File: config.mk
export PLATFORM = sky130hd
export DESIGN_NAME = vectored_interrupt_logic
export DESIGN_NICKNAME = d
export VERILOG_FILES = /design/src/core/vil_pkg.sv /design/src/core/vectored_interrupt_logic.sv
export VERILOG_INCLUDE_DIRS = /design/src /design/src/core
export SDC_FILE = /design/constraint.sdc
export NUM_CORES = 1
export LEC_CHECK = 0
export BUFFER_PORTS_ARGS = -buffer_cell sky130_fd_sc_hd__buf_2
export CAP_MARGIN = 25
export CORE_MARGIN = 5
export CORE_UTILIZATION = 49
export DETAILED_ROUTE_END_ITERATION = 8
export GPL_TIMING_DRIVEN = 0
export PLACE_DENSITY = 0.8
export SYNTH_ARGS = -nofsm -noshare
export SYNTH_HDL_FRONTEND = slang
export SYNTH_SLANG_ARGS = --single-unit
File: constraint.sdc
create_clock -name mclk_in -period 2.3 [get_ports mclk_in]
set_input_delay 0.115 -clock mclk_in [delete_from_list [all_inputs] [get_ports mclk_in]]
set_output_delay 0.115 -clock mclk_in [all_outputs]
set_load 0.05 [all_outputs]
File: src/core/vil_map.svh
// Overview of operation
// [RULE_01] Flags set regardless of enables
// [RULE_02] Global disable bit blocks all interrupts; the code takes the race_zero_q vector zero even while disabled
// [RULE_03] Reset sets global disable bit
// [RULE_04] Peripheral needs own and group enable
// [RULE_05] Return clears disable, pops stack
// [RULE_06] Accept sets disable, pushes, loads vector; the code pushes only for a nonzero vector with race_zero_q clear
// [RULE_07] Four fixed vectors with fixed priorities
// [RULE_08] Higher priority vector wins simultaneous requests
// [RULE_09] Software polls and clears peripheral flags
// [RULE_10] Ext pin edge selectable, sets flag
// [RULE_11] Count pin edge selectable, sets flag
// [RULE_12] Summary flag is masked OR, read-only
// [RULE_13] Low flag register layout and resets
// [RULE_14] High flag register layout and resets
// [RULE_15] Port change flag on input mismatch
// [RULE_16] Timer3 flag on overflow or period
// [RULE_17] Timer1 flag, eight or sixteen bit
// [RULE_18] Timer2 flag on period rollover
// [RULE_19] Capture flags set on capture events
// [RULE_20] Serial flags mirror buffer state
// [RULE_21] Sync port and collision flags
// [RULE_22] Converter flag on conversion done
// [RULE_23] Vectoring clears core flag, not peripheral
// [RULE_24] Flag set during enable clear vectors zero
// [RULE_25] Requests taken only at instruction boundary
`ifndef VIL_MAP_SVH
`define VIL_MAP_SVH

// ----------
// Register indexes (byte address = 4*index)
// ----------
`define IDX_TIMER0_STATUS 8'h05
`define IDX_CORE_STATUS 8'h06
`define IDX_CORE_IRQ_STATUS 8'h07
`define IDX_PERIPH_FLAGS_HIGH 8'h10
`define IDX_PERIPH_ENABLE_HIGH 8'h11
`define IDX_PERIPH_FLAGS_LOW 8'h16
`define IDX_PERIPH_ENABLE_LOW 8'h17

// ----------
// Field positions
// ----------
`define BIT_GLOBAL_DISABLE 4
`define BIT_EXT_EDGE 7
`define BIT_COUNT_EDGE 6
`define BIT_SUMMARY 7
`define BIT_COUNT_FLAG 6
`define BIT_T0_FLAG 5
`define BIT_EXT_FLAG 4
`define BIT_GROUP_EN 3
`define BIT_COUNT_EN 2
`define BIT_T0_EN 1
`define BIT_EXT_EN 0
`define HIGH_UNUSED_BIT 4

// ----------
// Reset values and write masks
// ----------
`define RST_FLAGS_LOW 8'h02
`define RST_FLAGS_HIGH 8'h02
`define WMASK_FLAGS 8'hfc
`define RMASK_HIGH 8'hef

// ----------
// Vectors
// ----------
`define VEC_RESET 16'h0000
`define VEC_EXT 16'h0008
`define VEC_T0 16'h0010
`define VEC_COUNT 16'h0018
`define VEC_PERIPH 16'h0020

`endif

File: src/core/vil_pkg.sv
package vil_pkg;

   typedef enum logic [1:0] {
      ST_RUN = 2'b00,
      ST_VECTOR = 2'b01
   } seq_state_t;

   typedef struct packed {
      logic tick;
      logic [7:0] count;
      logic [7:0] period;
   } timer8_t;

   typedef struct packed {
      logic tick;
      logic [15:0] count;
      logic [15:0] period;
   } timer16_t;

   typedef struct packed {
      logic [3:0] capture;
      logic sync_done;
      logic collision;
      logic conv_done;
      logic [1:0] tx_empty;
      logic [1:0] rx_full;
   } periph_evt_t;

endpackage

File: src/core/vectored_interrupt_logic.sv
// Implementation choice: the Avalon-MM interface to the registers.
`timescale 1ns/1ps
`default_nettype none
`include "vil_map.svh"

module vectored_interrupt_logic
   import vil_pkg::*;
(
   // Clock and reset
   input wire logic mclk_in,
   input wire logic rst_in,
   // Avalon-MM slave
   input wire logic [7:0] avs_address_in,
   input wire logic avs_read_in,
   input wire logic avs_write_in,
   input wire logic [31:0] avs_writedata_in,
   input wire logic [3:0] avs_byteenable_in,
   output logic [31:0] avs_readdata_out,
   output logic avs_waitrequest_out,
   // Pins
   input wire logic ext_pin_in,
   input wire logic count_pin_in,
   input wire logic [7:0] port_pins_in,
   input wire logic port_latch_in,
   // Timers and peripherals
   input wire logic timer0_overflow_in,
   input wire timer8_t timer1_in,
   input wire timer8_t timer2_in,
   input wire timer16_t timer3_in,
   input wire logic timer_pair_wide_mode_in,
   input wire logic capture1_or_period_select_in,
   input wire periph_evt_t periph_in,
   // Core
   input wire logic instr_boundary_in,
   input wire logic return_from_isr_in,
   output logic irq_take_out,
   output logic push_return_out,
   output logic pop_return_out,
   output logic [15:0] vector_addr_out,
   output logic global_irq_disable_out,
   output logic wake_out
);

   // ----------
   // Helpers
   // ----------
   function automatic logic rolls8(input timer8_t t);
      rolls8 = t.tick && (t.count == t.period);
   endfunction

   function automatic logic is_write(input logic [7:0] idx,
                                     input logic [7:0] addr,
                                     input logic acc);
      is_write = acc && (addr == idx);
   endfunction

   // ----------
   // Declarations
   // ----------
   localparam int NPIN = 10;
   logic [NPIN-1:0] pin_raw, sync1_q, sync2_q, sync3_q, pin_q, pin_prev_q;
   logic ack_q, req, wr_go, global_irq_disable_q;
   logic ext_pin_edge_select_q, count_pin_edge_select_q;
   logic ext_evt, count_evt, periph_pending_summary, t1_evt, t2_evt, t3_evt;
   logic req_ext, req_t0, req_count, req_periph, any_req;
   logic race_zero, race_zero_q, take;
   logic [2:0] core_set;
   logic [3:0] en_cleared;
   logic [6:0] core_irq_status_q;
   logic [7:0] wbyte, rd_mux, flags_low_q, flags_high_q, enable_low_q;
   logic [7:0] enable_high_q, port_ref_q, set_low, set_high;
   logic [15:0] pair_count, pair_period, vec_d, vector_q;
   logic [31:0] rdata_q;
   seq_state_t state_q;

   // ----------
   // Pin synchronisers
   // ----------
   assign pin_raw = {port_pins_in, count_pin_in, ext_pin_in};

   genvar gi;
   generate
      for (gi = 0; gi < NPIN; gi++) begin : g_sync
         always_ff @(posedge mclk_in) begin
            if (rst_in) begin
               sync1_q[gi] <= 1'b0;
               sync2_q[gi] <= 1'b0;
               sync3_q[gi] <= 1'b0;
               pin_q[gi] <= 1'b0;
               pin_prev_q[gi] <= 1'b0;
            end else begin
               sync1_q[gi] <= pin_raw[gi];
               sync2_q[gi] <= sync1_q[gi];
               sync3_q[gi] <= sync2_q[gi];
               if (sync2_q[gi] == sync3_q[gi]) begin
                  pin_q[gi] <= sync3_q[gi];
               end
               pin_prev_q[gi] <= pin_q[gi];
            end
         end
      end
   endgenerate

   // [RULE_10] Ext pin edge
   assign ext_evt = ext_pin_edge_select_q ? (pin_q[0] & ~pin_prev_q[0])
                                          : (~pin_q[0] & pin_prev_q[0]);
   // [RULE_11] Count pin edge
   assign count_evt = count_pin_edge_select_q
                      ? (pin_q[1] & ~pin_prev_q[1])
                      : (~pin_q[1] & pin_prev_q[1]);

   // ----------
   // Avalon slave, one wait state
   // ----------
   assign req = avs_read_in | avs_write_in;
   assign avs_waitrequest_out = req & ~ack_q;
   assign wr_go = avs_write_in & ack_q & avs_byteenable_in[0];
   assign wbyte = avs_writedata_in[7:0];
   assign avs_readdata_out = rdata_q;

   always_ff @(posedge mclk_in) begin
      if (rst_in) begin
         ack_q <= 1'b0;
      end else begin
         ack_q <= req & ~ack_q;
      end
   end

   always_comb begin
      case (avs_address_in)
         `IDX_TIMER0_STATUS: rd_mux = {ext_pin_edge_select_q,
                                       count_pin_edge_select_q, 6'h00};
         `IDX_CORE_STATUS: rd_mux = 8'(global_irq_disable_q)
                                    << `BIT_GLOBAL_DISABLE;
         // [RULE_12] Summary read-only
         `IDX_CORE_IRQ_STATUS: rd_mux = {periph_pending_summary,
                                         core_irq_status_q};
         `IDX_PERIPH_FLAGS_LOW: rd_mux = flags_low_q;
         // [RULE_14] Unused bit zero
         `IDX_PERIPH_FLAGS_HIGH: rd_mux = flags_high_q & `RMASK_HIGH;
         `IDX_PERIPH_ENABLE_LOW: rd_mux = enable_low_q;
         `IDX_PERIPH_ENABLE_HIGH: rd_mux = enable_high_q & `RMASK_HIGH;
         default: rd_mux = 8'h00;
      endcase
   end

   always_ff @(posedge mclk_in) begin
      if (rst_in) begin
         rdata_q <= 32'h0000_0000;
      end else if (avs_read_in & ~ack_q) begin
         rdata_q <= {24'h00_0000, rd_mux};
      end
   end

   // ----------
   // Control registers
   // ----------
   always_ff @(posedge mclk_in) begin
      if (rst_in) begin
         ext_pin_edge_select_q <= 1'b0;
         count_pin_edge_select_q <= 1'b0;
      end else if (is_write(`IDX_TIMER0_STATUS, avs_address_in, wr_go)) begin
         ext_pin_edge_select_q <= wbyte[`BIT_EXT_EDGE];
         count_pin_edge_select_q <= wbyte[`BIT_COUNT_EDGE];
      end
   end

   always_ff @(posedge mclk_in) begin
      if (rst_in) begin
         // [RULE_03] Disabled after reset
         global_irq_disable_q <= 1'b1;
      end else if (take) begin
         // [RULE_06] Auto disable on accept
         global_irq_disable_q <= 1'b1;
      end else if (return_from_isr_in) begin
         // [RULE_05] Return re-enables
         global_irq_disable_q <= 1'b0;
      end else if (is_write(`IDX_CORE_STATUS, avs_address_in, wr_go)) begin
         global_irq_disable_q <= wbyte[`BIT_GLOBAL_DISABLE];
      end
   end

   always_ff @(posedge mclk_in) begin
      if (rst_in) begin
         enable_low_q <= 8'h00;
         enable_high_q <= 8'h00;
      end else begin
         if (is_write(`IDX_PERIPH_ENABLE_LOW, avs_address_in, wr_go)) begin
            enable_low_q <= wbyte;
         end
         if (is_write(`IDX_PERIPH_ENABLE_HIGH, avs_address_in, wr_go)) begin
            enable_high_q <= wbyte & `RMASK_HIGH;
         end
      end
   end

   // ----------
   // Peripheral event sources
   // ----------
   assign pair_count = {timer2_in.count, timer1_in.count};
   assign pair_period = {timer2_in.period, timer1_in.period};

   // [RULE_17] Timer1 rollover
   assign t1_evt = timer_pair_wide_mode_in
                   ? (timer1_in.tick && pair_count == pair_period)
                   : rolls8(timer1_in);
   // [RULE_18] Timer2 rollover
   assign t2_evt = ~timer_pair_wide_mode_in & rolls8(timer2_in);
   // [RULE_16] Timer3 overflow or period
   assign t3_evt = timer3_in.tick &&
                   (capture1_or_period_select_in
                    ? (timer3_in.count == 16'hffff)
                    : (timer3_in.count == timer3_in.period));

   // [RULE_15] Port mismatch
   assign set_low[7] = |(pin_q[9:2] ^ port_ref_q);
   assign set_low[6] = t3_evt;
   assign set_low[5] = t2_evt;
   assign set_low[4] = t1_evt;
   // [RULE_19] Capture events
   assign set_low[3:2] = periph_in.capture[1:0];
   assign set_low[1:0] = 2'b00;
   // [RULE_21] Sync port and collision
   assign set_high[7] = periph_in.sync_done;
   assign set_high[6] = periph_in.collision;
   // [RULE_22] Conversion done
   assign set_high[5] = periph_in.conv_done;
   assign set_high[4] = 1'b0;
   assign set_high[3:2] = periph_in.capture[3:2];
   assign set_high[1:0] = 2'b00;

   always_ff @(posedge mclk_in) begin
      if (rst_in) begin
         port_ref_q <= 8'h00;
      end else if (port_latch_in) begin
         port_ref_q <= pin_q[9:2];
      end
   end

   // ----------
   // Peripheral flag registers
   // ----------
   always_ff @(posedge mclk_in) begin
      if (rst_in) begin
         // [RULE_13] Low register resets
         flags_low_q <= `RST_FLAGS_LOW;
         // [RULE_14] High register resets
         flags_high_q <= `RST_FLAGS_HIGH;
      end else begin
         // [RULE_01] Set ignores enables
         if (is_write(`IDX_PERIPH_FLAGS_LOW, avs_address_in, wr_go)) begin
            flags_low_q[7:2] <= wbyte[7:2] | set_low[7:2];
         end else begin
            flags_low_q[7:2] <= flags_low_q[7:2] | set_low[7:2];
         end
         if (is_write(`IDX_PERIPH_FLAGS_HIGH, avs_address_in, wr_go)) begin
            flags_high_q[7:2] <= (wbyte[7:2] & 6'h3b) | set_high[7:2];
         end else begin
            flags_high_q[7:2] <= flags_high_q[7:2] | set_high[7:2];
         end
         // [RULE_20] Serial flags follow hardware
         flags_low_q[1:0] <= {periph_in.tx_empty[0], periph_in.rx_full[0]};
         flags_high_q[1:0] <= {periph_in.tx_empty[1], periph_in.rx_full[1]};
      end
   end

   // [RULE_12] Masked OR summary
   assign periph_pending_summary = |(flags_low_q & enable_low_q) |
                                   |(flags_high_q & enable_high_q &
                                     `RMASK_HIGH);

   // ----------
   // Core flags and enables
   // ----------
   assign core_set = {count_evt, timer0_overflow_in, ext_evt};

   always_ff @(posedge mclk_in) begin
      if (rst_in) begin
         core_irq_status_q <= 7'h00;
      end else begin
         if (is_write(`IDX_CORE_IRQ_STATUS, avs_address_in, wr_go)) begin
            core_irq_status_q <= wbyte[6:0];
         end
         // [RULE_23] Auto clear on vector
         if (take && vec_d == `VEC_EXT) begin
            core_irq_status_q[`BIT_EXT_FLAG] <= 1'b0;
         end
         if (take && vec_d == `VEC_T0) begin
            core_irq_status_q[`BIT_T0_FLAG] <= 1'b0;
         end
         if (take && vec_d == `VEC_COUNT) begin
            core_irq_status_q[`BIT_COUNT_FLAG] <= 1'b0;
         end
         // [RULE_01] Set wins over clear
         if (core_set[0]) begin
            core_irq_status_q[`BIT_EXT_FLAG] <= 1'b1;
         end
         if (core_set[1]) begin
            core_irq_status_q[`BIT_T0_FLAG] <= 1'b1;
         end
         if (core_set[2]) begin
            core_irq_status_q[`BIT_COUNT_FLAG] <= 1'b1;
         end
      end
   end

   // ----------
   // Request gating and priority
   // ----------
   assign req_ext = core_irq_status_q[`BIT_EXT_FLAG] &
                    core_irq_status_q[`BIT_EXT_EN];
   assign req_t0 = core_irq_status_q[`BIT_T0_FLAG] &
                   core_irq_status_q[`BIT_T0_EN];
   assign req_count = core_irq_status_q[`BIT_COUNT_FLAG] &
                      core_irq_status_q[`BIT_COUNT_EN];
   // [RULE_04] Group enable masks peripherals
   assign req_periph = periph_pending_summary &
                       core_irq_status_q[`BIT_GROUP_EN];
   assign any_req = req_ext | req_t0 | req_count | req_periph;

   // [RULE_24] Enable cleared as flag sets
   assign en_cleared = is_write(`IDX_CORE_IRQ_STATUS, avs_address_in, wr_go)
                       ? (core_irq_status_q[3:0] & ~wbyte[3:0]) : 4'h0;
   assign race_zero = ~global_irq_disable_q &
                      ((en_cleared[0] & core_set[0]) |
                       (en_cleared[1] & core_set[1]) |
                       (en_cleared[2] & core_set[2]) |
                       (en_cleared[3] & periph_pending_summary));

   always_ff @(posedge mclk_in) begin
      if (rst_in) begin
         race_zero_q <= 1'b0;
      end else if (race_zero) begin
         race_zero_q <= 1'b1;
      end else if (take) begin
         race_zero_q <= 1'b0;
      end
   end

   // [RULE_07] Vector table
   // [RULE_08] Fixed priority order
   always_comb begin
      if (race_zero_q) begin
         vec_d = `VEC_RESET;
      end else if (req_ext) begin
         vec_d = `VEC_EXT;
      end else if (req_t0) begin
         vec_d = `VEC_T0;
      end else if (req_count) begin
         vec_d = `VEC_COUNT;
      end else begin
         vec_d = `VEC_PERIPH;
      end
   end

   // [RULE_02] Global disable gates all requests except race_zero_q
   // [RULE_25] Only at instruction boundary
   assign take = (state_q == ST_RUN) & instr_boundary_in &
                 ((~global_irq_disable_q & any_req) | race_zero_q);

   // ----------
   // Vector sequencer
   // ----------
   always_ff @(posedge mclk_in) begin
      if (rst_in) begin
         state_q <= ST_RUN;
      end else begin
         case (state_q)
            ST_RUN: begin
               if (take) begin
                  state_q <= ST_VECTOR;
               end
            end
            ST_VECTOR: state_q <= ST_RUN;
            default: state_q <= ST_RUN;
         endcase
      end
   end

   always_ff @(posedge mclk_in) begin
      if (rst_in) begin
         vector_q <= `VEC_RESET;
      end else if (take) begin
         vector_q <= vec_d;
      end
   end

   // [RULE_06] Push and load vector
   assign irq_take_out = (state_q == ST_VECTOR);
   assign push_return_out = (state_q == ST_VECTOR) & ~race_zero_q &
                            (vector_q != `VEC_RESET);
   // [RULE_05] Pop on return
   assign pop_return_out = return_from_isr_in;
   assign vector_addr_out = vector_q;
   assign global_irq_disable_out = global_irq_disable_q;
   // [RULE_10] Pins wake from sleep
   assign wake_out = req_ext | req_count | req_periph;

endmodule // vectored_interrupt_logic

`default_nettype wire

-- After elaboration in Yosys (flattened, before gate mapping)
Index checks and enable logic that the tools add are counted.
- bits in registers: 118
- input bits: 142
- output and inout port bits: 54
- logic and storage cells: 185
- equal/unequal tests: 25
- muxes and demuxes: 23
- bitwise gates (word level): 52
- reduce and logical (&&, ||, !) cells: 26
- operator list (cell ; number):
    8-bit case mux with 7 select lines ; 1
    6-bit 2-to-1 mux ; 6
    16-bit == test ; 2
    16-bit by 5-bit == test with 1-bit output (second input constant) ; 2
    8-bit by 5-bit == test with 1-bit output (second input constant) ; 4
    8-bit by 3-bit == test with 1-bit output (second input constant) ; 3
    6-bit bitwise OR ; 4
    1-bit AND ; 23
    8-bit AND ; 2
    16-bit == test (second input constant) ; 1
    16-bit by 4-bit == test with 1-bit output (second input constant) ; 1
    8-bit == test ; 2
    16-bit nonzero test ; 1
    8-bit OR reduction ; 2
    1-bit logical AND ; 14
    1-bit 2-to-1 mux ; 14
    1-bit bitwise OR ; 11
    1-bit == test ; 10
    1-bit NOT ; 9
    3-bit nonzero test ; 3
    8-bit bitwise XOR ; 1
    7-bit 2-to-1 mux ; 1
    7-bit OR reduction ; 1
    4-bit AND ; 1
    other kinds (5) ; 7

-- Logic depth before layout (Yosys ltp)
Gate-level depths: netlist of run 1.
- word-level depth: 11
- depth in mapped cells: 7
- mapped depth without buffers: 5

-- Least setup slack after synthesis of run 1
OpenSTA, ideal clock, no wires.
- kind: register -> register
- start point: register flags_low_q[0]
- end point: register global_irq_disable_q (netlist: global_irq_disable_out)
- setup time: 0.127 ns
- arrival time: 1.559 ns
- required time: 2.173 ns
- slack: 0.614 ns
- stages on the path, launching flop included: 6
- buffers on the path: 0
- clock period less this slack: 1.686 ns
- path through: dfxtp_1 a222oi_1 nand3_1 nor4_1 nor2_1 or3_1
- word-level cells in the longest chain between the ends: 9
- RTL lines (what ; line ; text):
    start, declared ; vectored_interrupt_logic.sv:70 ; logic [7:0] wbyte, rd_mux, flags_low_q, flags_high_q, enable_low_q;
    start signal, assigned ; vectored_interrupt_logic.sv:246 ; flags_low_q <= `RST_FLAGS_LOW;
    start signal, assigned ; vectored_interrupt_logic.sv:262 ; flags_low_q[1:0] <= {periph_in.tx_empty[0], periph_in.rx_full[0]};
    8-bit AND ; vectored_interrupt_logic.sv:268 ; assign periph_pending_summary = |(flags_low_q & enable_low_q) |
    8-bit OR reduction ; vectored_interrupt_logic.sv:268 ;
    1-bit bitwise OR ; vectored_interrupt_logic.sv:268 ;
    1-bit AND ; vectored_interrupt_logic.sv:317 ; assign req_periph = periph_pending_summary &
    1-bit bitwise OR ; vectored_interrupt_logic.sv:319 ; assign any_req = req_ext | req_t0 | req_count | req_periph;
    1-bit AND ; vectored_interrupt_logic.sv:359 ; ((~global_irq_disable_q & any_req) | race_zero_q);
    1-bit bitwise OR ; vectored_interrupt_logic.sv:359 ;
    1-bit AND ; vectored_interrupt_logic.sv:358 ; assign take = (state_q == ST_RUN) & instr_boundary_in &
    2-bit OR reduction (no line) ; n/a ;
    end signal, assigned ; vectored_interrupt_logic.sv:179 ; global_irq_disable_q <= wbyte[`BIT_GLOBAL_DISABLE];
    end, declared ; vectored_interrupt_logic.sv:62 ; logic ack_q, req, wr_go, global_irq_disable_q;
No other way between the ends.
A chain may end at the register's enable or synchronous reset.

-- Worst setup path after layout of run 1
- start point: register enable_high_q[0]
- end point: output port wake_out
- word-level cells in the longest chain between the ends: 5
- RTL lines (what ; line ; text):
    start, declared ; vectored_interrupt_logic.sv:71 ; logic [7:0] enable_high_q, port_ref_q, set_low, set_high;
    start signal, assigned ; vectored_interrupt_logic.sv:192 ; enable_high_q <= wbyte & `RMASK_HIGH;
    8-bit AND ; vectored_interrupt_logic.sv:269 ; |(flags_high_q & enable_high_q &
    7-bit OR reduction ; vectored_interrupt_logic.sv:269 ;
    1-bit bitwise OR ; vectored_interrupt_logic.sv:268 ;
    1-bit AND ; vectored_interrupt_logic.sv:317 ;
    1-bit bitwise OR ; vectored_interrupt_logic.sv:397 ; assign wake_out = req_ext | req_count | req_periph;
    end, declared ; vectored_interrupt_logic.sv:41 ; output logic wake_out
No other way between the ends.

==> results of run 1 <==
-- stage by stage --
step / worst slack [ns] / cell area (µm²) / instances
after floorplan: 0.614 / 5140 / 608
after global placement: 0.169 / 5960 / 873
after detailed placement: 0.138 / 5960 / 873
after CTS: 0.191 / 6360 / 910
after global routing: 0.0838 / 6360 / 910
final: 0.151 / 6360 / 910
-- cell usage in the layout, fill, tap and decap left out, types with 19 or more instances in the layout --
cell	instances
buf_4	39
buf_2	132
dlygate4sd3_1	21
nor2b_1	40
nand2_1	64
inv_1	20
o21ai_0	19
mux2i_1	22
dfxtp_1	104
nor2_1	25
a21oi_1	51
conb_1	37
-- Yosys cell counts, types with 3 or more instances --
master,number,area share (%)
dfxtp_1,104,42
nand2_1,64,4.8
a21oi_1,51,5.1
nor2b_1,40,5.0
buf_4,39,5.8
nor2_1,25,1.9
mux2i_1,22,4.4
inv_1,20,1.5
o21ai_0,19,1.9
nand3_1,15,1.5
xnor2_1,15,2.6
clkbuf_1,14,1.0
a22oi_1,12,1.8
xor2_1,11,1.9
nand4_1,8,1.0
a21o_1,7,1.0
a21oi_2,7,1.2
a222oi_1,7,1.4
nand2b_1,7,0.87
mux2_2,6,1.3
nor3_1,5,0.50
or3_1,5,0.62
buf_1,4,0.30
nor3b_1,4,0.60
nor4_1,4,0.50
and2_1,3,0.37
and3_1,3,0.37
buf_2,3,0.30
o2111ai_1,3,0.52
-- layer usage --
| layer | up-vias | GRT usage (%) | wire length [µm] |
|---|---|---|---|
| met5 | - | 0 | 0 |
| met4 | 0 | 5.84 | 261 |
| met3 | 28 | 5.51 | 1320 |
| met2 | 216 | 39.1 | 6860 |
| met1 | 2207 | 28.6 | 6020 |
| li1 | 2326 | - | - |
-- worst min-delay path: cells and delay by family --
kind	cells	cell delay, ns
buffers and inverters	2	0.15
AO/OA/AOI/OAI	1	0.06
-- flip-flops by register name (all words and copies together), names as in the netlist --
register / count
sync1_q: 10
vector_addr_out: 3
race_zero_q: 1
flags_high_q: 7
pin_prev_q: 2
avs_readdata_out: 8
port_ref_q: 8
state_q: 1
ack_q: 1
ext_pin_edge_select_q: 1
core_irq_status_q: 7
flags_low_q: 8
pin_q: 10
global_irq_disable_out: 1
sync3_q: 10
count_pin_edge_select_q: 1
sync2_q: 10
enable_low_q: 8
enable_high_q: 7
-- cells by family after synthesis --
kind of cell    share of synthesized area [%]
other cells                            0.0749
simple gates                             21.6
buf+inv                                  8.99
compound gates                           17.5
flops                                    41.6
xor+xnor                                 4.55
mux                                      5.74
-- power by group --
group / switching (mW) / internal (mW) / leakage (nW)
combinational: 0.339 / 0.227 / 1.97
sequential: 0.0266 / 1.84 / 0.847
clock: 0.675 / 0.416 / 0.0867
total: 1.04 / 2.48 / 2.90
-- final cells by class --
type	instances	area, µm²
Buffer	60	375
Clock buffer	9	124
Clock inverter	7	67.6
Fill cell	890	3780
Inverter	20	75.1
Multi-Input combinational cell	424	2610
Sequential cell	104	2080
Tap cell	136	170
Timing Repair Buffer	150	856
-- final timing paths --
check | to | slack (ns) | cells past startpoint | start
hold / removal | flags_high_q[7]$_SDFF_PP0_ | 0.007 | 3 | periph_in[6]
hold reg to reg | sync2_q[8]$_SDFF_PP0_ | 0.45 | 1 | sync1_q[8]$_SDFF_PP0_
setup reg to reg | global_irq_disable_out$_SDFFE_PP1P_ | 0.20 | 5 | enable_high_q[0]$_SDFFE_PP0P_
setup / recovery | wake_out | 0.15 | 5 | enable_high_q[0]$_SDFFE_PP0P_
==> run_results.csv, run 1 <==
group,metric,value,unit
routing,drt-total-wl,14500,µm
setup_path,cp_slowest_cell,"dfxtp_1",
setup_path,start_kind,"flop",
layout,fin_nets,911,
global_route,grt_pass1_wl,23100,µm
pwr,power.density,554,nW/µm²
setup_path,worst_setup_path_end_kind,"primary output",
synthesis,synth_warnings,0,
clocking,cts_tree,"yes",
setup_path,required,2.18,ns
floorplan,num_rows,37,
sta,hold_viol_final,0,
floorplan,core-area,10100,µm²
clocking,cts-buffers-inserted,9,
synthesis,synth_edf_count,0,
clocking,path_clk_slew,0.10,ns
sta,whs,0.00669,ns
clocking,cts_hold_buffers,21,
routing,drc,0,
routing,vias,4777,
floorplan,die_w,111,µm
layout,drive_gt1_share,26.9,%
global_route,antenna_found_initial,0,
sta,slew_headroom,41.9,%
layout,utilization,62.8,%
pwr,total_leakage_power,2.90,nW
clocking,cts.sinks,104,
sta,final_max_slew_viol_count,0,
job,drv_cap,0,
placed_design,dp_hpwl,11400,µm
status,status,"finished clean",
clocking,htreeDepth,3,
clocking,cts_root_buffer,"clkbuf_8",
synthesis,ys_ff_latch,104,
pwr,vdd_drop_max,0.461,mV
synthesis,yosysSeqAreaShare,41.6,%
setup_path,worstPathCellList,"a222oi_1, nand3_1, o31a_1, nand3b_1, buf_2",
routing,ant_nets,0,
setup_path,critPathMaxStageDelay,0.37,ns
layout,syn2layout_area_growth,27.0,%
global_route,overflow,0,
clocking,post_cts_resized,0,
sta,worstMarginPinSlew,0.871,ns
placed_design,place_congestion,0.908,
routing,viasPerCell,5.25,
setup_path,crit_type,"reg -> out",
clocking,insertion_delay,0.36,ns
sta,finalCriticalPeriod,2.15,ns
sta,fin_crit_sh,93.4,%
synthesis,synthFlopType,"dfxtp_1",
clocking,clockBufferDepth,2,
clocking,post_cts_buffers,0,
floorplan,pin_count,196,
sta,rsz0062_at_grt,"no",
synthesis,yosysUniqueCellTypes,64,
floorplan,die-area,12300,µm²
routing,drt-initial-drc-count,517,
sta,finClkSkew,0.00967,ns
floorplan,dieHeight,111,µm
floorplan,initial_core_util,49.4,%
synthesis,syn_inst,572,
placed_design,port_buffers,129,
synthesis,syn_area,5010,µm²
sta,setup_tns,0,ns
synthesis,synthArstFlopShare,0,%
routing,post_drt_wl_per_cell,15.9,µm
layout,num_antenna_cells,0,
sta,setup-violations-final,0,
worst_hold_path,hp-class,"in -> reg",
setup_path,cp_max_fo,3,
synthesis,avgSynthCellArea,8.76,µm²
pwr,total_power,3.52,mW
setup_path,worst-path-buf-inv,1,
routing,firstDrtPassIters,6,
global_route,grt_max_degree,20,
setup_path,cp_top_family,"compound AO/OA/AOI/OAI gates",
setup_path,arrival,2.03,ns
sta,timing.fmax,465,MHz
global_route,grt.total_usage,22.7,%
global_route,grt_pass1_vias,4670,
Power figures use the tool's default switching activity.
==> inputs of run 2 (changes only) <==
--- a/config.mk
+++ b/config.mk
@@ -8,11 +8,13 @@
 export LEC_CHECK = 0
 export BUFFER_PORTS_ARGS = -buffer_cell sky130_fd_sc_hd__buf_2
 export CAP_MARGIN = 25
+export CELL_PAD_IN_SITES_DETAIL_PLACEMENT = 0
+export CELL_PAD_IN_SITES_GLOBAL_PLACEMENT = 1
 export CORE_MARGIN = 5
-export CORE_UTILIZATION = 49
+export CORE_UTILIZATION = 38
 export DETAILED_ROUTE_END_ITERATION = 8
 export GPL_TIMING_DRIVEN = 0
-export PLACE_DENSITY = 0.8
+export PLACE_DENSITY_LB_ADDON = 0.1
 export SYNTH_ARGS = -nofsm -noshare
 export SYNTH_HDL_FRONTEND = slang
 export SYNTH_SLANG_ARGS = --single-unit
==> constraint.sdc (replaced) <==
create_clock -name mclk_in -period 2.6 [get_ports mclk_in]
set_input_delay 0.13 -clock mclk_in [delete_from_list [all_inputs] [get_ports mclk_in]]
set_output_delay 0.13 -clock mclk_in [all_outputs]
set_load 0.05 [all_outputs]
==> run_results.csv, run 2 (synthesis results as in run 1) <==
group,metric,value,unit
layout,syn2layout_area_growth,29.0,%
floorplan,initial_core_util,38.3,%
setup_path,critPathMaxStageDelay,0.40,ns
floorplan,dieHeight,125,µm
layout,regArea,2080,µm²
setup_path,worst_setup_path_end_kind,"primary output",
sta,hold_viol_final,0,
global_route,grt.total_usage,18.1,%
clocking,insertion_delay,0.35,ns
sta,finalCriticalPeriod,2.14,ns
setup_path,crit_type,"reg -> out",
setup_path,worstPathCellList,"a222oi_1, nand3_1, o31a_1, nand3b_1, buf_2",
sta,worstMarginPinSlew,0.761,ns
sta,rsz0062_at_grt,"no",
sta,setup-violations-final,0,
sta,fin_crit_sh,82.2,%
setup_path,cp_max_fo,3,
worst_hold_path,hp-class,"in -> reg",
routing,ant_nets,0,
routing,firstDrtPassIters,5,
placed_design,place_congestion,0.870,
floorplan,num_rows,42,
pwr,total_power,3.57,mW
setup_path,cp_slowest_cell,"a222oi_1",
routing,drt-total-wl,14200,µm
layout,final_common_cell,"buf_2",
layout,fin_nets,903,
clocking,htreeDepth,3,
clocking,cts-buffers-inserted,9,
placed_design,port_buffers,129,
setup_path,start_kind,"flop",
floorplan,die-area,15600,µm²
routing,post_drt_wl_per_cell,15.1,µm
floorplan,pin_count,196,
setup_path,arrival,2.01,ns
global_route,grt_max_degree,21,
floorplan,core-area,13100,µm²
clocking,post_cts_buffers,0,
floorplan,die_w,125,µm
sta,timing.fmax,468,MHz
routing,drt-initial-drc-count,354,
global_route,grt_pass1_wl,23200,µm
pwr,power.density,552,nW/µm²
routing,drc,0,
job,drv_cap,0,
sta,slew_headroom,49.2,%
pwr,vdd_drop_max,0.262,mV
clocking,cts_tree,"yes",
global_route,grt_pass1_vias,4588,
global_route,antenna_found_initial,0,
clocking,cts_root_buffer,"clkbuf_16",
layout,num_antenna_cells,0,
routing,vias,4651,
sta,finClkSkew,0.0105,ns
sta,final_max_slew_viol_count,0,
global_route,overflow,0,
status,status,"finished clean",
setup_path,required,2.47,ns
clocking,clockBufferDepth,2,
routing,viasPerCell,4.94,
layout,drive_gt1_share,27.2,%
layout,multiInputGateArea,2610,µm²
placed_design,dp_hpwl,11200,µm
pwr,total_leakage_power,2.94,nW
clocking,path_clk_slew,0.07,ns
clocking,cts.sinks,104,
layout,final_cell_mix,"132 x buf_2, 104 x dfxtp_1, 64 x nand2_1",
layout,fillers,1299,
sta,setup_tns,0,ns
## run 2: final cells by class
class / instances / area share, %
Buffer: 60 / 5.81
Clock buffer: 9 / 3.48
Clock inverter: 7 / 1.53
Inverter: 20 / 1.16
Multi-Input combinational cell: 424 / 40.4
Sequential cell: 104 / 32.2
Tap cell: 176 / 3.41
Timing Repair Buffer: 142 / 12.0
## run 2: worst max-delay path, delay by kind of cell (launching register included)
kind,cells,cell delay (ns)
buf+inv,1,0.23
simple gates,2,0.40
flops,1,0.33
compound gates,2,0.71
## run 2: worst paths after layout
| path | from | end | slack, ns | cells past startpoint |
|---|---|---|---|---|
| worst max-delay path | flags_low_q[0]$_SDFF_PP0_ | wake_out | 0.46 | 5 |
| worst max register to register | flags_low_q[0]$_SDFF_PP0_ | global_irq_disable_out$_SDFFE_PP1P_ | 0.47 | 5 |
| worst min-delay path | port_pins_in[6] | sync1_q[8]$_SDFF_PP0_ | 0.005 | 2 |
| worst min register to register | sync1_q[0]$_SDFF_PP0_ | sync2_q[0]$_SDFF_PP0_ | 0.44 | 1 |
## run 2: routing by layer
layer,share of wire [%],global-route usage (%),wire (µm)
met5,0,0,0
met4,1.6,5.87,226
met3,8.1,4.03,1150
met2,45,28.7,6370
met1,46,24.4,6490
## run 2: per-stage QoR
step | std cells | hold WS, ns | util, % | area [µm²] | setup WS [ns]
global route | 942 | 0.0213 | 49.4 | 6460 | 0.378
global placement | 913 | 0.316 | 45.9 | 6010 | 0.534
floorplan | 608 | 0.234 | - | 5140 | 0.914
finish | 942 | 0.00524 | 49.4 | 6460 | 0.464
CTS | 942 | 0.00169 | 49.4 | 6460 | 0.456
detailed placement | 913 | 0.314 | 45.9 | 6010 | 0.508
## run 2: report_power, final
part           switching (mW)  total [mW]  internal (mW)  leakage, nW
Combinational           0.293       0.486          0.193         1.93
Sequential             0.0251        1.65           1.63        0.847
Clock                   0.655        1.43          0.777        0.154
## run 2: timing repair
| action | in CTS | in global routing |
|---|---|---|
| resized for setup | 0 | 0 |
| hold buffers | 13 | 0 |
| endpoints found under the hold margin | 13 | 0 |
